[config.mk]
export PLATFORM = sky130hd
export DESIGN_NAME = msd_space_decoder
export DESIGN_NICKNAME = d
export VERILOG_FILES = /design/src/msd_pkg.sv /design/src/msd_mem_if.sv /design/src/msd_byte_ram.sv /design/src/msd_space_decoder.sv
export SDC_FILE = /design/constraint.sdc
export NUM_CORES = 2
export LEC_CHECK = 0
export ABC_CLOCK_PERIOD_IN_PS = 19510
export BUFFER_PORTS_ARGS = -buffer_cell sky130_fd_sc_hd__buf_2
export CAP_MARGIN = 20
export CORE_UTILIZATION = 45
export DETAILED_ROUTE_END_ITERATION = 8
export MAX_ROUTING_LAYER = met4
export PLACE_DENSITY_LB_ADDON = 0.15
export SYNTH_ARGS = -nofsm -noshare
export SYNTH_HDL_FRONTEND = slang
export SYNTH_HIERARCHICAL = 1
export SYNTH_SLANG_ARGS = --single-unit
[constraint.sdc]
create_clock -name core_clk -period 19.51 [get_ports core_clk]
set_clock_uncertainty 0.15 [all_clocks]
set_input_delay 0.9755 -clock core_clk [delete_from_list [all_inputs] [get_ports core_clk]]
set_output_delay 0.9755 -clock core_clk [all_outputs]
set_load 0.01 [all_outputs]
[src/msd_pkg.sv]
// Shared constants and types for the memory space decoder.
// Assumes one core clock and an active low asynchronous reset.

`default_nettype none

package msd_pkg;

  // --------------------------------------------------------------
  // Internal space layout
  // --------------------------------------------------------------
  localparam int unsigned IRAM_DEPTH  = 256;
  localparam int unsigned FREG_DEPTH  = 128;
  localparam logic [7:0]  BANK_TOP    = 8'h1f;
  localparam logic [7:0]  BIT_BASE    = 8'h20;
  localparam logic [7:0]  BIT_TOP     = 8'h2f;
  localparam logic [7:0]  UPPER_BASE  = 8'h80;
  localparam logic [7:0]  PSW_ADDR    = 8'hd0;
  localparam logic [7:0]  DP0_LO_ADDR = 8'h82;
  localparam logic [7:0]  DP0_HI_ADDR = 8'h83;
  localparam logic [7:0]  DP1_LO_ADDR = 8'h84;
  localparam logic [7:0]  DP1_HI_ADDR = 8'h85;
  localparam int unsigned PSW_BANK_LSB = 3;
  localparam logic [1:0]  BANK_RST    = 2'h0;

  // --------------------------------------------------------------
  // Program space vectors
  // --------------------------------------------------------------
  localparam logic [15:0] RESET_VECTOR = 16'h0000;
  localparam logic [15:0] VECTOR_BASE  = 16'h0003;
  localparam logic [15:0] VECTOR_STEP  = 16'h0008;

  // --------------------------------------------------------------
  // Placement control bits and value held during reset
  // --------------------------------------------------------------
  localparam int unsigned PL_WIDTH     = 5;
  localparam int unsigned PL_MAIN_PROG = 0;
  localparam int unsigned PL_MAIN_DATA = 1;
  localparam int unsigned PL_SEC_PROG  = 2;
  localparam int unsigned PL_SEC_DATA  = 3;
  localparam int unsigned PL_SRAM_PROG = 4;
  localparam logic [4:0]  PL_RST       = 5'h09;

  // Access kinds issued by the core
  typedef enum logic [2:0] {
    MSD_OP_DIRECT, MSD_OP_INDIRECT, MSD_OP_REG, MSD_OP_BIT,
    MSD_OP_FETCH, MSD_OP_EXTERNAL_DATA_SPACE, MSD_OP_JUMP, MSD_OP_VECTOR
  } msd_op_t;

  typedef enum logic [1:0] {MSD_ST_IDLE, MSD_ST_INT, MSD_ST_EXT} msd_st_t;

endpackage

`default_nettype wire

[src/msd_mem_if.sv]
// Byte memory port between the decoder and its storage arrays.
// Assumes storage with registered read data, one cycle latency.

`default_nettype none

interface msd_mem_if #(parameter int unsigned AW = 8);
  logic [AW-1:0] addr;
  logic          we;
  logic [7:0]    wdata;
  logic [7:0]    rdata;
  modport ctrl (output addr, output we, output wdata, input rdata);
  modport mem  (input addr, input we, input wdata, output rdata);
endinterface

`default_nettype wire

[src/msd_byte_ram.sv]
// Single port byte storage with registered read data.
// Assumes the caller holds the address for the cycle after a read.

`default_nettype none

module msd_byte_ram
  import msd_pkg::*;
#(
  parameter int unsigned DEPTH = 256,
  parameter int unsigned AW    = 8
) (
  input  wire logic core_clk,
  input  wire logic resetn,
  msd_mem_if.mem    port
);

  logic [7:0] mem [DEPTH];
  logic [7:0] rd_r;

  // Array itself carries no reset, as in real SRAM
  always_ff @(posedge core_clk) begin
    if (port.we) begin
      mem[port.addr] <= port.wdata;
    end
  end

  // Read before write, so a merge sees the old byte
  always_ff @(posedge core_clk or negedge resetn) begin
    if (!resetn) begin
      rd_r <= 8'h00;
    end else begin
      rd_r <= mem[port.addr];
    end
  end

  assign port.rdata = rd_r;

endmodule

`default_nettype wire

[src/msd_space_decoder.sv]
// Memory space decoder between the 8-bit core and its memories.
// Assumes on-chip external memories answer in the strobe cycle,
// and that placement settings come from logic on core_clk.

`default_nettype none

module msd_space_decoder
  import msd_pkg::*;
#(
  parameter logic [15:0] MAIN_BASE = 16'h0000,
  parameter logic [15:0] MAIN_TOP  = 16'h7fff,
  parameter logic [15:0] SEC_BASE  = 16'h8000,
  parameter logic [15:0] SEC_TOP   = 16'h9fff,
  parameter logic [15:0] SRAM_BASE = 16'ha000,
  parameter logic [15:0] SRAM_TOP  = 16'hbfff,
  parameter logic [15:0] CRB_BASE  = 16'hff00,
  parameter logic [15:0] CRB_TOP   = 16'hffff
) (
  input  wire logic          core_clk,
  input  wire logic          resetn,
  input  wire logic          acc_valid,
  input  wire msd_op_t       acc_op,
  input  wire logic          acc_write,
  input  wire logic [15:0]   acc_addr,
  input  wire logic [7:0]    acc_wdata,
  input  wire logic          acc_ptr_sel,
  output logic               acc_ready,
  output logic               acc_done,
  output logic [7:0]         acc_rdata,
  output logic [15:0]        program_counter,
  output logic [1:0]         active_bank,
  input  wire logic [4:0]    nv_placement,
  input  wire logic          placement_ovr_valid,
  input  wire logic [4:0]    placement_ovr_value,
  output logic [4:0]         memory_placement_control,
  output logic [15:0]        ext_addr,
  output logic [7:0]         ext_wdata,
  input  wire logic [7:0]    ext_rdata,
  output logic               program_store_strobe_n,
  output logic               external_data_space_read_strobe_n,
  output logic               external_data_space_write_strobe_n,
  output logic               sel_main_flash,
  output logic               sel_sec_flash,
  output logic               sel_sram,
  output logic               sel_ctrl_block
);

  // --------------------------------------------------------------
  // Storage arrays
  // --------------------------------------------------------------
  msd_mem_if #(.AW(8)) iram ();
  msd_mem_if #(.AW(7)) freg ();

  msd_byte_ram #(.DEPTH(IRAM_DEPTH), .AW(8)) u_iram (
    .core_clk (core_clk),
    .resetn   (resetn),
    .port     (iram)
  );

  msd_byte_ram #(.DEPTH(FREG_DEPTH), .AW(7)) u_freg (
    .core_clk (core_clk),
    .resetn   (resetn),
    .port     (freg)
  );

  msd_st_t     st_r;
  msd_op_t     op_r;
  logic        wr_r;
  logic        wbit_r;
  logic [2:0]  bit_r;
  logic [7:0]  tgt_r;
  logic        to_freg_r;
  logic [1:0]  bank_r;
  logic [15:0] dp0_r;
  logic [15:0] dp1_r;
  logic [15:0] pc_r;
  logic [4:0]  pl_r;
  logic        cap_pend_r;
  logic        done_r;
  logic [7:0]  rdata_r;
  logic        take;
  logic        is_int;
  logic        is_ext;
  logic [7:0]  tgt_a;
  logic        to_freg;
  logic [7:0]  cur_byte;
  logic [7:0]  merged;
  logic [15:0] ext_a_nxt;
  logic [3:0]  sel_nxt;
  logic        bit_rmw;
  logic [15:0] ext_addr_r;
  logic [7:0]  ext_wdata_r;
  logic        program_store_strobe_n_r;
  logic        rd_n_r;
  logic        wr_n_r;
  logic [3:0]  sel_r;

  // --------------------------------------------------------------
  // Request acceptance
  // --------------------------------------------------------------
  assign acc_ready = (st_r == MSD_ST_IDLE);
  assign take      = acc_valid && acc_ready;
  assign is_int    = acc_op inside {MSD_OP_DIRECT, MSD_OP_INDIRECT,
                                    MSD_OP_REG, MSD_OP_BIT};
  assign is_ext    = acc_op inside {MSD_OP_FETCH, MSD_OP_EXTERNAL_DATA_SPACE};

  // Internal target byte and which array holds it
  always_comb begin
    tgt_a   = acc_addr[7:0];
    to_freg = 1'b0;
    case (acc_op)
      // low half is plain RAM for direct
      // upper direct goes to function registers
      MSD_OP_DIRECT: to_freg = acc_addr[7];
      MSD_OP_INDIRECT: to_freg = 1'b0;
      MSD_OP_REG: tgt_a = {3'h0, bank_r, acc_addr[2:0]};
      MSD_OP_BIT: begin
        to_freg = acc_addr[7];
        // function register bits at x0 or x8
        // bits live in bytes 0x20 to 0x2f
        tgt_a   = acc_addr[7] ? {acc_addr[7:3], 3'h0}
                              : BIT_BASE + {4'h0, acc_addr[6:3]};
      end
      default: tgt_a = acc_addr[7:0];
    endcase
  end

  // Bit writes read the byte first, then write the merged value
  assign cur_byte = to_freg_r ? freg.rdata : iram.rdata;
  always_comb begin
    merged         = cur_byte;
    merged[bit_r]  = wbit_r;
  end
  assign bit_rmw = (st_r == MSD_ST_INT) && (op_r == MSD_OP_BIT) && wr_r;

  // --------------------------------------------------------------
  // Array ports
  // --------------------------------------------------------------
  assign iram.addr  = acc_ready ? tgt_a : tgt_r;
  assign freg.addr  = acc_ready ? tgt_a[6:0] : tgt_r[6:0];
  assign iram.wdata = acc_ready ? acc_wdata : merged;
  assign freg.wdata = acc_ready ? acc_wdata : merged;
  assign iram.we = (take && is_int && acc_write && !to_freg &&
                    acc_op != MSD_OP_BIT) || (bit_rmw && !to_freg_r);
  assign freg.we = (take && is_int && acc_write && to_freg &&
                    acc_op != MSD_OP_BIT) || (bit_rmw && to_freg_r);

  // Latch the request for the second cycle
  always_ff @(posedge core_clk or negedge resetn) begin
    if (!resetn) begin
      op_r      <= MSD_OP_DIRECT;
      wr_r      <= 1'b0;
      wbit_r    <= 1'b0;
      bit_r     <= 3'h0;
      tgt_r     <= 8'h00;
      to_freg_r <= 1'b0;
    end else if (take) begin
      op_r      <= acc_op;
      wr_r      <= acc_write;
      wbit_r    <= acc_wdata[0];
      bit_r     <= acc_addr[2:0];
      tgt_r     <= tgt_a;
      to_freg_r <= to_freg;
    end
  end

  // --------------------------------------------------------------
  // Shadowed function registers
  // --------------------------------------------------------------
  // Watch the array write port so bit writes update shadows too
  always_ff @(posedge core_clk or negedge resetn) begin
    if (!resetn) begin
      bank_r <= BANK_RST;
      dp0_r  <= 16'h0000;
      dp1_r  <= 16'h0000;
    end else if (freg.we) begin
      case ({1'b1, freg.addr})
        // status word bits pick the bank
        PSW_ADDR:    bank_r <= freg.wdata[PSW_BANK_LSB +: 2];
        DP0_LO_ADDR: dp0_r[7:0]  <= freg.wdata;
        DP0_HI_ADDR: dp0_r[15:8] <= freg.wdata;
        DP1_LO_ADDR: dp1_r[7:0]  <= freg.wdata;
        DP1_HI_ADDR: dp1_r[15:8] <= freg.wdata;
        default:     bank_r <= bank_r;
      endcase
    end
  end
  assign active_bank = bank_r;

  // --------------------------------------------------------------
  // Program counter
  // --------------------------------------------------------------
  always_ff @(posedge core_clk or negedge resetn) begin
    if (!resetn) begin
      pc_r <= RESET_VECTOR;
    end else if (take) begin
      case (acc_op)
        // full 16-bit wrap across program space
        MSD_OP_FETCH: pc_r <= pc_r + 16'h0001;
        MSD_OP_JUMP:  pc_r <= acc_addr;
        MSD_OP_VECTOR:
          pc_r <= VECTOR_BASE + VECTOR_STEP * {13'h0, acc_addr[2:0]};
        default: pc_r <= pc_r;
      endcase
    end
  end
  assign program_counter = pc_r;

  // --------------------------------------------------------------
  // Placement control
  // --------------------------------------------------------------
  // Captured after release; a strap cannot load under async reset
  always_ff @(posedge core_clk or negedge resetn) begin
    if (!resetn) begin
      pl_r       <= PL_RST;
      cap_pend_r <= 1'b1;
    end else if (cap_pend_r) begin
      pl_r       <= nv_placement;
      cap_pend_r <= 1'b0;
    end else if (placement_ovr_valid) begin
      // remap flash to data space for updates
      pl_r <= placement_ovr_value;
    end
  end
  assign memory_placement_control = pl_r;

  // Region decode for one space; bits are main, sec, sram, block
  function automatic logic [3:0] decode(input logic [15:0] a,
                                        input logic        prog,
                                        input logic [4:0]  pl);
    logic [3:0] s;
    s = 4'h0;
    s[0] = (a >= MAIN_BASE) && (a <= MAIN_TOP) &&
           (prog ? pl[PL_MAIN_PROG] : pl[PL_MAIN_DATA]);
    s[1] = (a >= SEC_BASE) && (a <= SEC_TOP) &&
           (prog ? pl[PL_SEC_PROG] : pl[PL_SEC_DATA]);
    // SRAM always data, block data only
    s[2] = (a >= SRAM_BASE) && (a <= SRAM_TOP) &&
           (!prog || pl[PL_SRAM_PROG]);
    s[3] = (a >= CRB_BASE) && (a <= CRB_TOP) && !prog;
    return s;
  endfunction

  // pointer select picks source or destination
  assign ext_a_nxt = (acc_op == MSD_OP_FETCH) ? pc_r
                   : (acc_ptr_sel ? dp1_r : dp0_r);
  assign sel_nxt   = decode(ext_a_nxt, acc_op == MSD_OP_FETCH, pl_r);

  // --------------------------------------------------------------
  // External bus strobes
  // --------------------------------------------------------------
  // Strobes stand for one cycle; address and data hold afterwards
  always_ff @(posedge core_clk or negedge resetn) begin
    if (!resetn) begin
      ext_addr_r  <= 16'h0000;
      ext_wdata_r <= 8'h00;
      program_store_strobe_n_r    <= 1'b1;
      rd_n_r      <= 1'b1;
      wr_n_r      <= 1'b1;
      sel_r       <= 4'h0;
    end else if (take && is_ext) begin
      ext_addr_r  <= ext_a_nxt;
      ext_wdata_r <= acc_wdata;
      program_store_strobe_n_r    <= (acc_op != MSD_OP_FETCH);
      rd_n_r      <= !(acc_op == MSD_OP_EXTERNAL_DATA_SPACE && !acc_write);
      wr_n_r      <= !(acc_op == MSD_OP_EXTERNAL_DATA_SPACE && acc_write);
      sel_r       <= sel_nxt;
    end else begin
      program_store_strobe_n_r <= 1'b1;
      rd_n_r   <= 1'b1;
      wr_n_r   <= 1'b1;
      sel_r    <= 4'h0;
    end
  end
  assign ext_addr               = ext_addr_r;
  assign ext_wdata              = ext_wdata_r;
  assign program_store_strobe_n = program_store_strobe_n_r;
  assign external_data_space_read_strobe_n    = rd_n_r;
  assign external_data_space_write_strobe_n   = wr_n_r;
  assign sel_main_flash         = sel_r[0];
  assign sel_sec_flash          = sel_r[1];
  assign sel_sram               = sel_r[2];
  assign sel_ctrl_block         = sel_r[3];

  // --------------------------------------------------------------
  // Sequencer and answer
  // --------------------------------------------------------------
  always_ff @(posedge core_clk or negedge resetn) begin
    if (!resetn) begin
      st_r <= MSD_ST_IDLE;
    end else begin
      case (st_r)
        MSD_ST_IDLE: begin
          if (take && is_int) begin
            st_r <= MSD_ST_INT;
          end else if (take && is_ext) begin
            st_r <= MSD_ST_EXT;
          end
        end
        default: st_r <= MSD_ST_IDLE;
      endcase
    end
  end

  // Answer one cycle after the data phase
  always_ff @(posedge core_clk or negedge resetn) begin
    if (!resetn) begin
      done_r  <= 1'b0;
      rdata_r <= 8'h00;
    end else begin
      done_r <= (st_r != MSD_ST_IDLE) || (take &&
                (acc_op inside {MSD_OP_JUMP, MSD_OP_VECTOR}));
      if (st_r == MSD_ST_INT) begin
        // single bit answers in bit zero
        rdata_r <= (op_r == MSD_OP_BIT) ? {7'h00, cur_byte[bit_r]}
                                        : cur_byte;
      end else if (st_r == MSD_ST_EXT) begin
        rdata_r <= ext_rdata;
      end
    end
  end
  assign acc_done  = done_r;
  assign acc_rdata = rdata_r;
endmodule

`default_nettype wire

# Yosys cells after proc, flatten, opt, wreduce, memory -nomap -nowiden
# Memories as Yosys holds them, arrays and structs flattened. A register that Yosys moved wholly into a read port is not among the register bits.
# Cells that the tools add are included.
[totals]
ff_bits = 115
latch_bits = 0
ram_bits = 3072
mem_bits_ro = 0
in_bits = 51
output_inout_bits = 64
word_cells = 141
n_memories = 2
[classes]
addsub = 3
n_mul = 0
div_mod_pow = 0
order_cmp = 10
eq_ne = 18
shift = 0
mux = 33
bitwise = 0
n_reduce_logical = 52
[mem_list]
columns = ["name", "words", "width", "rd", "rd_ports_with_merged_regs", "write_ports", "line_no", "rtl"]
rows = [
  ["u_iram.mem", 256, 8, 1, 1, 1, "msd_byte_ram.sv:17", "logic [7:0] mem [DEPTH];"],
  ["u_freg.mem", 128, 8, 1, 1, 1, "msd_byte_ram.sv:17", ""],
]
[op_table]
columns = ["operator", "count"]
rows = [
  ["two-way mux 8 bit", 7],
  ["greater-or-equal comparator 16 bit, second input constant", 3],
  ["<= comparator 16 bit, second input constant", 3],
  ["one-hot mux 16 bit (3 select lines)", 1],
  ["two-way mux 16 bit", 2],
  ["logical AND 1 bit", 24],
  ["adder 16 x 1 -> 16 bit, second input constant", 1],
  ["greater-or-equal comparator 16 x 1 -> 1 bit, second input constant", 1],
  ["<= comparator 16 x 15 -> 1 bit, second input constant", 1],
  ["one-hot mux 8 bit (2 select lines)", 1],
  ["equality test 7 x 2 -> 1 bit, second input constant", 2],
  ["equality test 7 x 3 -> 1 bit, second input constant", 2],
  ["equality test 3 bit, second input constant", 4],
  ["two-way mux 1 bit", 12],
  ["AND reduction 2 bit", 6],
  ["two-way mux 5 bit", 2],
  ["nonzero test 2 bit", 5],
  ["equality test 3 x 2 -> 1 bit, second input constant", 3],
  ["bitwise mux 8 bit", 1],
  ["logical NOT 1 bit", 8],
  ["adder 2 x 6 -> 7 bit, first input constant", 1],
  ["adder 6 x 4 -> 7 bit, first input constant", 1],
  ["equality test 7 bit, second input constant", 1],
  ["two-way mux 7 bit", 1],
  ["18 further kinds", 23],
]

# Longest topological paths before layout
[depth]
ltp_word = 9
ltp_mapped = 18
ltp_nobuf = 12

# By module
# Netlist, hierarchy kept.
[modules_own_cells]
columns = ["mod", "n_inst", "cells_each", "area_per_inst_um2", "seq_area_each_um2"]
rows = [
  ["msd_byte_ram at u_iram", 1, 3546, 78492.8, 61699.2],
  ["msd_byte_ram at u_freg", 1, 2376, 40267.4, 30949.7],
  ["msd_space_decoder", 1, 636, 6105.9, 2885.3],
]

# Worst setup path after synthesis
# No wires, ideal clock.
[synth_path]
path_type = "register to register"
from = "reg st_r[0]"
to = "mem u_freg.mem[0][2], data pin"
arrival_ps = 16346
required_time_ps = 16150
slack_ps = -195
stages_incl_launch_ff = 7
n_path_buf = 3
synth_period_minus_slack_ps = 19705
path_cell_list = "dfrtp_1 inv_1 ha_1 clkbuf_1 clkbuf_1 clkbuf_1 o21ai_0"
[synth_between]
elab_chain_cells = 2
[synth_rtl]
columns = ["element", "line_no", "rtl"]
rows = [
  ["start, declared", "msd_space_decoder.sv:66", "msd_st_t st_r;"],
  ["start signal, assigned", "msd_space_decoder.sv:290", "st_r <= MSD_ST_IDLE;"],
  ["start signal, assigned", "msd_space_decoder.sv:295", "st_r <= MSD_ST_INT;"],
  ["start signal, assigned", "msd_space_decoder.sv:297", "st_r <= MSD_ST_EXT;"],
  ["logical NOT 2 bit", "msd_space_decoder.sv:101", "assign acc_ready = (st_r == MSD_ST_IDLE);"],
  ["via acc_ready", "msd_space_decoder.sv:27", "output logic acc_ready,"],
  ["two-way mux 8 bit", "msd_space_decoder.sv:142", "assign freg.wdata = acc_ready ? acc_wdata : merged;"],
  ["via freg.wdata[2]", "msd_mem_if.sv:9", "logic [7:0] wdata;"],
  ["end, declared", "msd_byte_ram.sv:17", ""],
]
# The timed path passes the listed nets, and every way through them passes these cells.

# Worst setup path in the final report
[layout_path]
from = "reg st_r[0]"
to = "reg u_iram.rd_r[2], in the netlist u_iram/port.rdata[2], read port of u_iram.mem"
[layout_between]
elab_chain_cells = 2
[layout_rtl]
columns = ["element", "line_no", "rtl"]
rows = [
  ["logical NOT 2 bit", "msd_space_decoder.sv:101", ""],
  ["two-way mux 8 bit", "msd_space_decoder.sv:139", "assign iram.addr = acc_ready ? tgt_a : tgt_r;"],
  ["end, declared", "msd_byte_ram.sv:18", "logic [7:0] rd_r;"],
]
# Every way passes these cells.
# A chain may end at the register's enable or synchronous reset.

==> metrics.md <==
| Metric | Value |
|---|---|
| Fin util | `0.510` |
| Crit start category | `register` |
| Placer Congestion | `approximately 0.85` |
| Routed WL per cell | `roughly 32 um` |
| Clock slew at reported path FFs | `0.06 ns` |
| First-pass GRT wire length | `around 490 mm` |
| Rel. slew slack | `0.189` |
| Synth-to-layout area growth | `12.8%` |
| Initial Util | `0.452` |
| Commonest non-fill, non-tap cell in the layout | `edfxtp_1` |
| Most frequent cells in the layout | `edfxtp_1, mux4_2, nor2_1` |
| Warnings from Yosys | `6` |
| Horiz. Die Dim | `529 um` |
| Placement row count | `193` |
| Ys async rst share | `0.0409` |
| Dominant synthesized flop cell | `edfxtp_1` |
| Worst path arrival time | `7.47 ns` |
| Postcts setup bufs | `0` |
| CTS tree | `built` |
| Post-CTS Resized | `0` |
| Slew @ Worst Pin | `1.21 ns` |
| Setup violators final | `0` |
| Power, Total | `21.0 mW` |
| Io pins | `115` |
| Critical Path Fanout Max | `56` |
| Chip Height | `between 500 and 600 um` |
| Starting DRT DRC Count | `7,876` |
| Placed inst area | `0.130 sq mm` |
| Nets@finish | `6,816` |
| Unrepaired setup endpoints after global routing | `false` |
| H-tree depth | `5` |
| Critical Path RT | `20.10 ns` |
| Hold Crit Class | `in2async` |
| Pin count of the biggest net entering global routing | `202` |
| Cts hold-fix bufs | `0` |
| Post-layout instance area | `approximately 0.14 sq mm` |
| DRT antenna net count | `0` |
| CTS Buf Count | `between 300 and 400` |
| Gr usage total | `0.250` |
| Pwr per Cell Area | `149 mW/mm^2` |
| Max clock buf depth | `4` |
| DRC violation count after routing | `0` |
| Max Freq | `roughly 0.15 GHz` |
| Vias in the first global route | `66,200` |
| Critical path class | `reg2reg` |
| Share of cells above drive strength 1 | `0.221` |
| Clk sink count | `3,203` |
| Leak | `44.3 nW` |
| I/O Buffers | `114` |
| Max Slew Vio Count | `0` |
| Critical path endpoint category | `register` |
| Sequential element share of the synthesized area | `0.765` |
| Initial antenna violation count | `11` |
| Final wirelength | `341 mm` |
| Detailed-placement wirelength estimate | `199 mm` |
| Die Area | `0.280 sq mm` |
| Worst-Skew Late Latency | `0.94 ns` |
| Global route total overflow | `0` |
| Mean Syn Cell Area | `~19 sq um` |
| Core ar. | `about 0.28 sq mm` |
| Clock root buffer | `clkbuf_16` |
| Outcome | `complete, no violations` |
| Iteration count of the initial detailed-routing pass | `8` |
| Drt via density | `6.21` |
| Post-synthesis cell type count | `85` |
| Worst IR drop on VDD | `0.000142 V` |
| Final Hold Fails | `0` |
| Final min period | `6.87 ns` |
| Via count | `between 60,000 and 70,000` |
| Yosys reg bits | `~3,200` |
| Worst Hold Slack | `0.0710 ns` |
| Synthesized area | `0.125 sq mm` |
| Mapped Nets | `6,612` |
| Crit share post-route | `0.352` |
| Cells after synthesis | `6,558` |
| Max-cap violations | `0` |
| EDFF count, synth | `3,072` |
## per-stage QoR
| step | std cells | setup slack [ns] | setup TNS [ns] |
|---|---|---|---|
| floorplan | 6558 | -0.195 | -334.69 |
| global placement | 10100 | 11.70 | 0 |
| detailed placement | 10100 | 12.00 | 0 |
| CTS | 10700 | 12.54 | 0 |
| global route | 10700 | 12.21 | 0 |
| finish | 10700 | 12.64 | 0 |
## registers in the layout (all words and copies together) (netlist names), 3 cells and up
| name | flops |
|---|---|
| u_freg/port.rdata | 8 |
| dp1_r | 16 |
| ext_addr | 16 |
| memory_placement_control | 5 |
| op_r | 3 |
| u_iram/mem | 2048 |
| acc_rdata | 8 |
| dp0_r | 16 |
| tgt_r | 8 |
| program_counter | 16 |
| u_freg/mem | 1024 |
| sel_r | 4 |
| u_iram/port.rdata | 8 |
| bit_r | 3 |
| ext_wdata | 8 |
## where the power goes
group          internal, mW  switching, mW  total, mW
Clock                  3.58           2.69       6.27
Sequential             8.49          0.106       8.60
Combinational          1.91           4.23       6.14
Total                  14.0           7.02       21.0
## cell usage after synthesis, types with 5 or more instances
cell,n,area (sq um)
mux4_2,550,12400
buf_6,19,214
nand2_1,195,732
mux2_2,110,1240
buf_4,34,255
dfrtp_1,125,3130
a22oi_1,315,2360
dfstp_2,6,158
o41ai_1,34,298
o211ai_1,11,82.6
nor3_1,61,305
a311oi_1,5,43.8
nand3_1,59,295
or2_2,9,56.3
o22ai_1,31,194
or3_1,6,37.5
o22a_1,22,193
nor2b_1,32,200
buf_1,63,236
buf_2,119,596
a21oi_1,288,1440
a222oi_1,11,110
nor2_1,476,1790
a221o_1,11,110
nand2b_1,16,100
o221ai_1,13,114
inv_1,15,56.3
nor3b_1,6,45.0
a31oi_1,18,113
mux2i_1,103,1030
a22o_1,15,131
mux2_4,8,120
o21ai_0,133,666
nand4_1,16,100
edfxtp_1,3072,92200
a21o_1,11,82.6
a221oi_1,206,1800
and2_1,7,43.8
nand3b_1,8,60.1
a211oi_1,17,128
clkbuf_1,221,830
## critical path, stage by stage (launching register included)
cell and delay (ns):
dfrtp_1 0.40, inv_1 0.07, ha_2 0.16, buf_4 0.54, nor2_1 0.11, a21o_1 0.28
inv_8 0.43, buf_4 0.71, buf_4 0.69, buf_4 0.69, mux4_2 0.58, a22oi_1 0.32
a21oi_1 0.17, o41ai_1 1.00, nand4_1 0.20
## cell type report
cell class              count  area (sq um)
diodes                     11          27.5
clock buffers             390          8690
clock inverters           211          2030
fillers                 22300        135000
inverters                  19          88.8
multi-input cells        2879         27500
flip-flops and latches   3203         95500
well taps                3705          4640
repair buffers            325          2370
## layer usage
layer / wire length, um / GRT usage / up-vias / share of wire
li1: - / - / 27600 / -
met5: 0 / - / - / 0
met4: 10600 / 0.0788 / 0 / 0.031
met3: 27000 / 0.0412 / 569 / 0.079
met1: 142000 / 0.348 / 35700 / 0.42
met2: 161000 / 0.379 / 2966 / 0.47
## cell families after synthesis
group / after synthesis / synth area share
other cells: 1 / 0.0000300
buf+inv: 476 / 0.0177
fa+ha+maj: 3 / 0.000301
flops: 3203 / 0.765
compound gates: 1191 / 0.0667
mux: 771 / 0.118
xor+xnor: 1 / 0.0000702
simple gates: 912 / 0.0318
## path summary, 6_finish.rpt
kind                                                    end             from  slack, ns  cells after the start
worst max-delay path                   u_iram/port.rdata[2]          st_r[0]      12.64                     14
worst min-delay path                           ext_addr[13]           resetn       0.07                      1
worst max register to register         u_iram/port.rdata[2]          st_r[0]      12.64                     14
worst min register to register                 ext_wdata[4]     ext_wdata[4]       0.33                      2
max in group asynchronous              u_iram/port.rdata[3]           resetn      17.83                      2
min in group core_clk           memory_placement_control[0]  nv_placement[0]       0.15                      3
(Power assumes the default switching activity.)
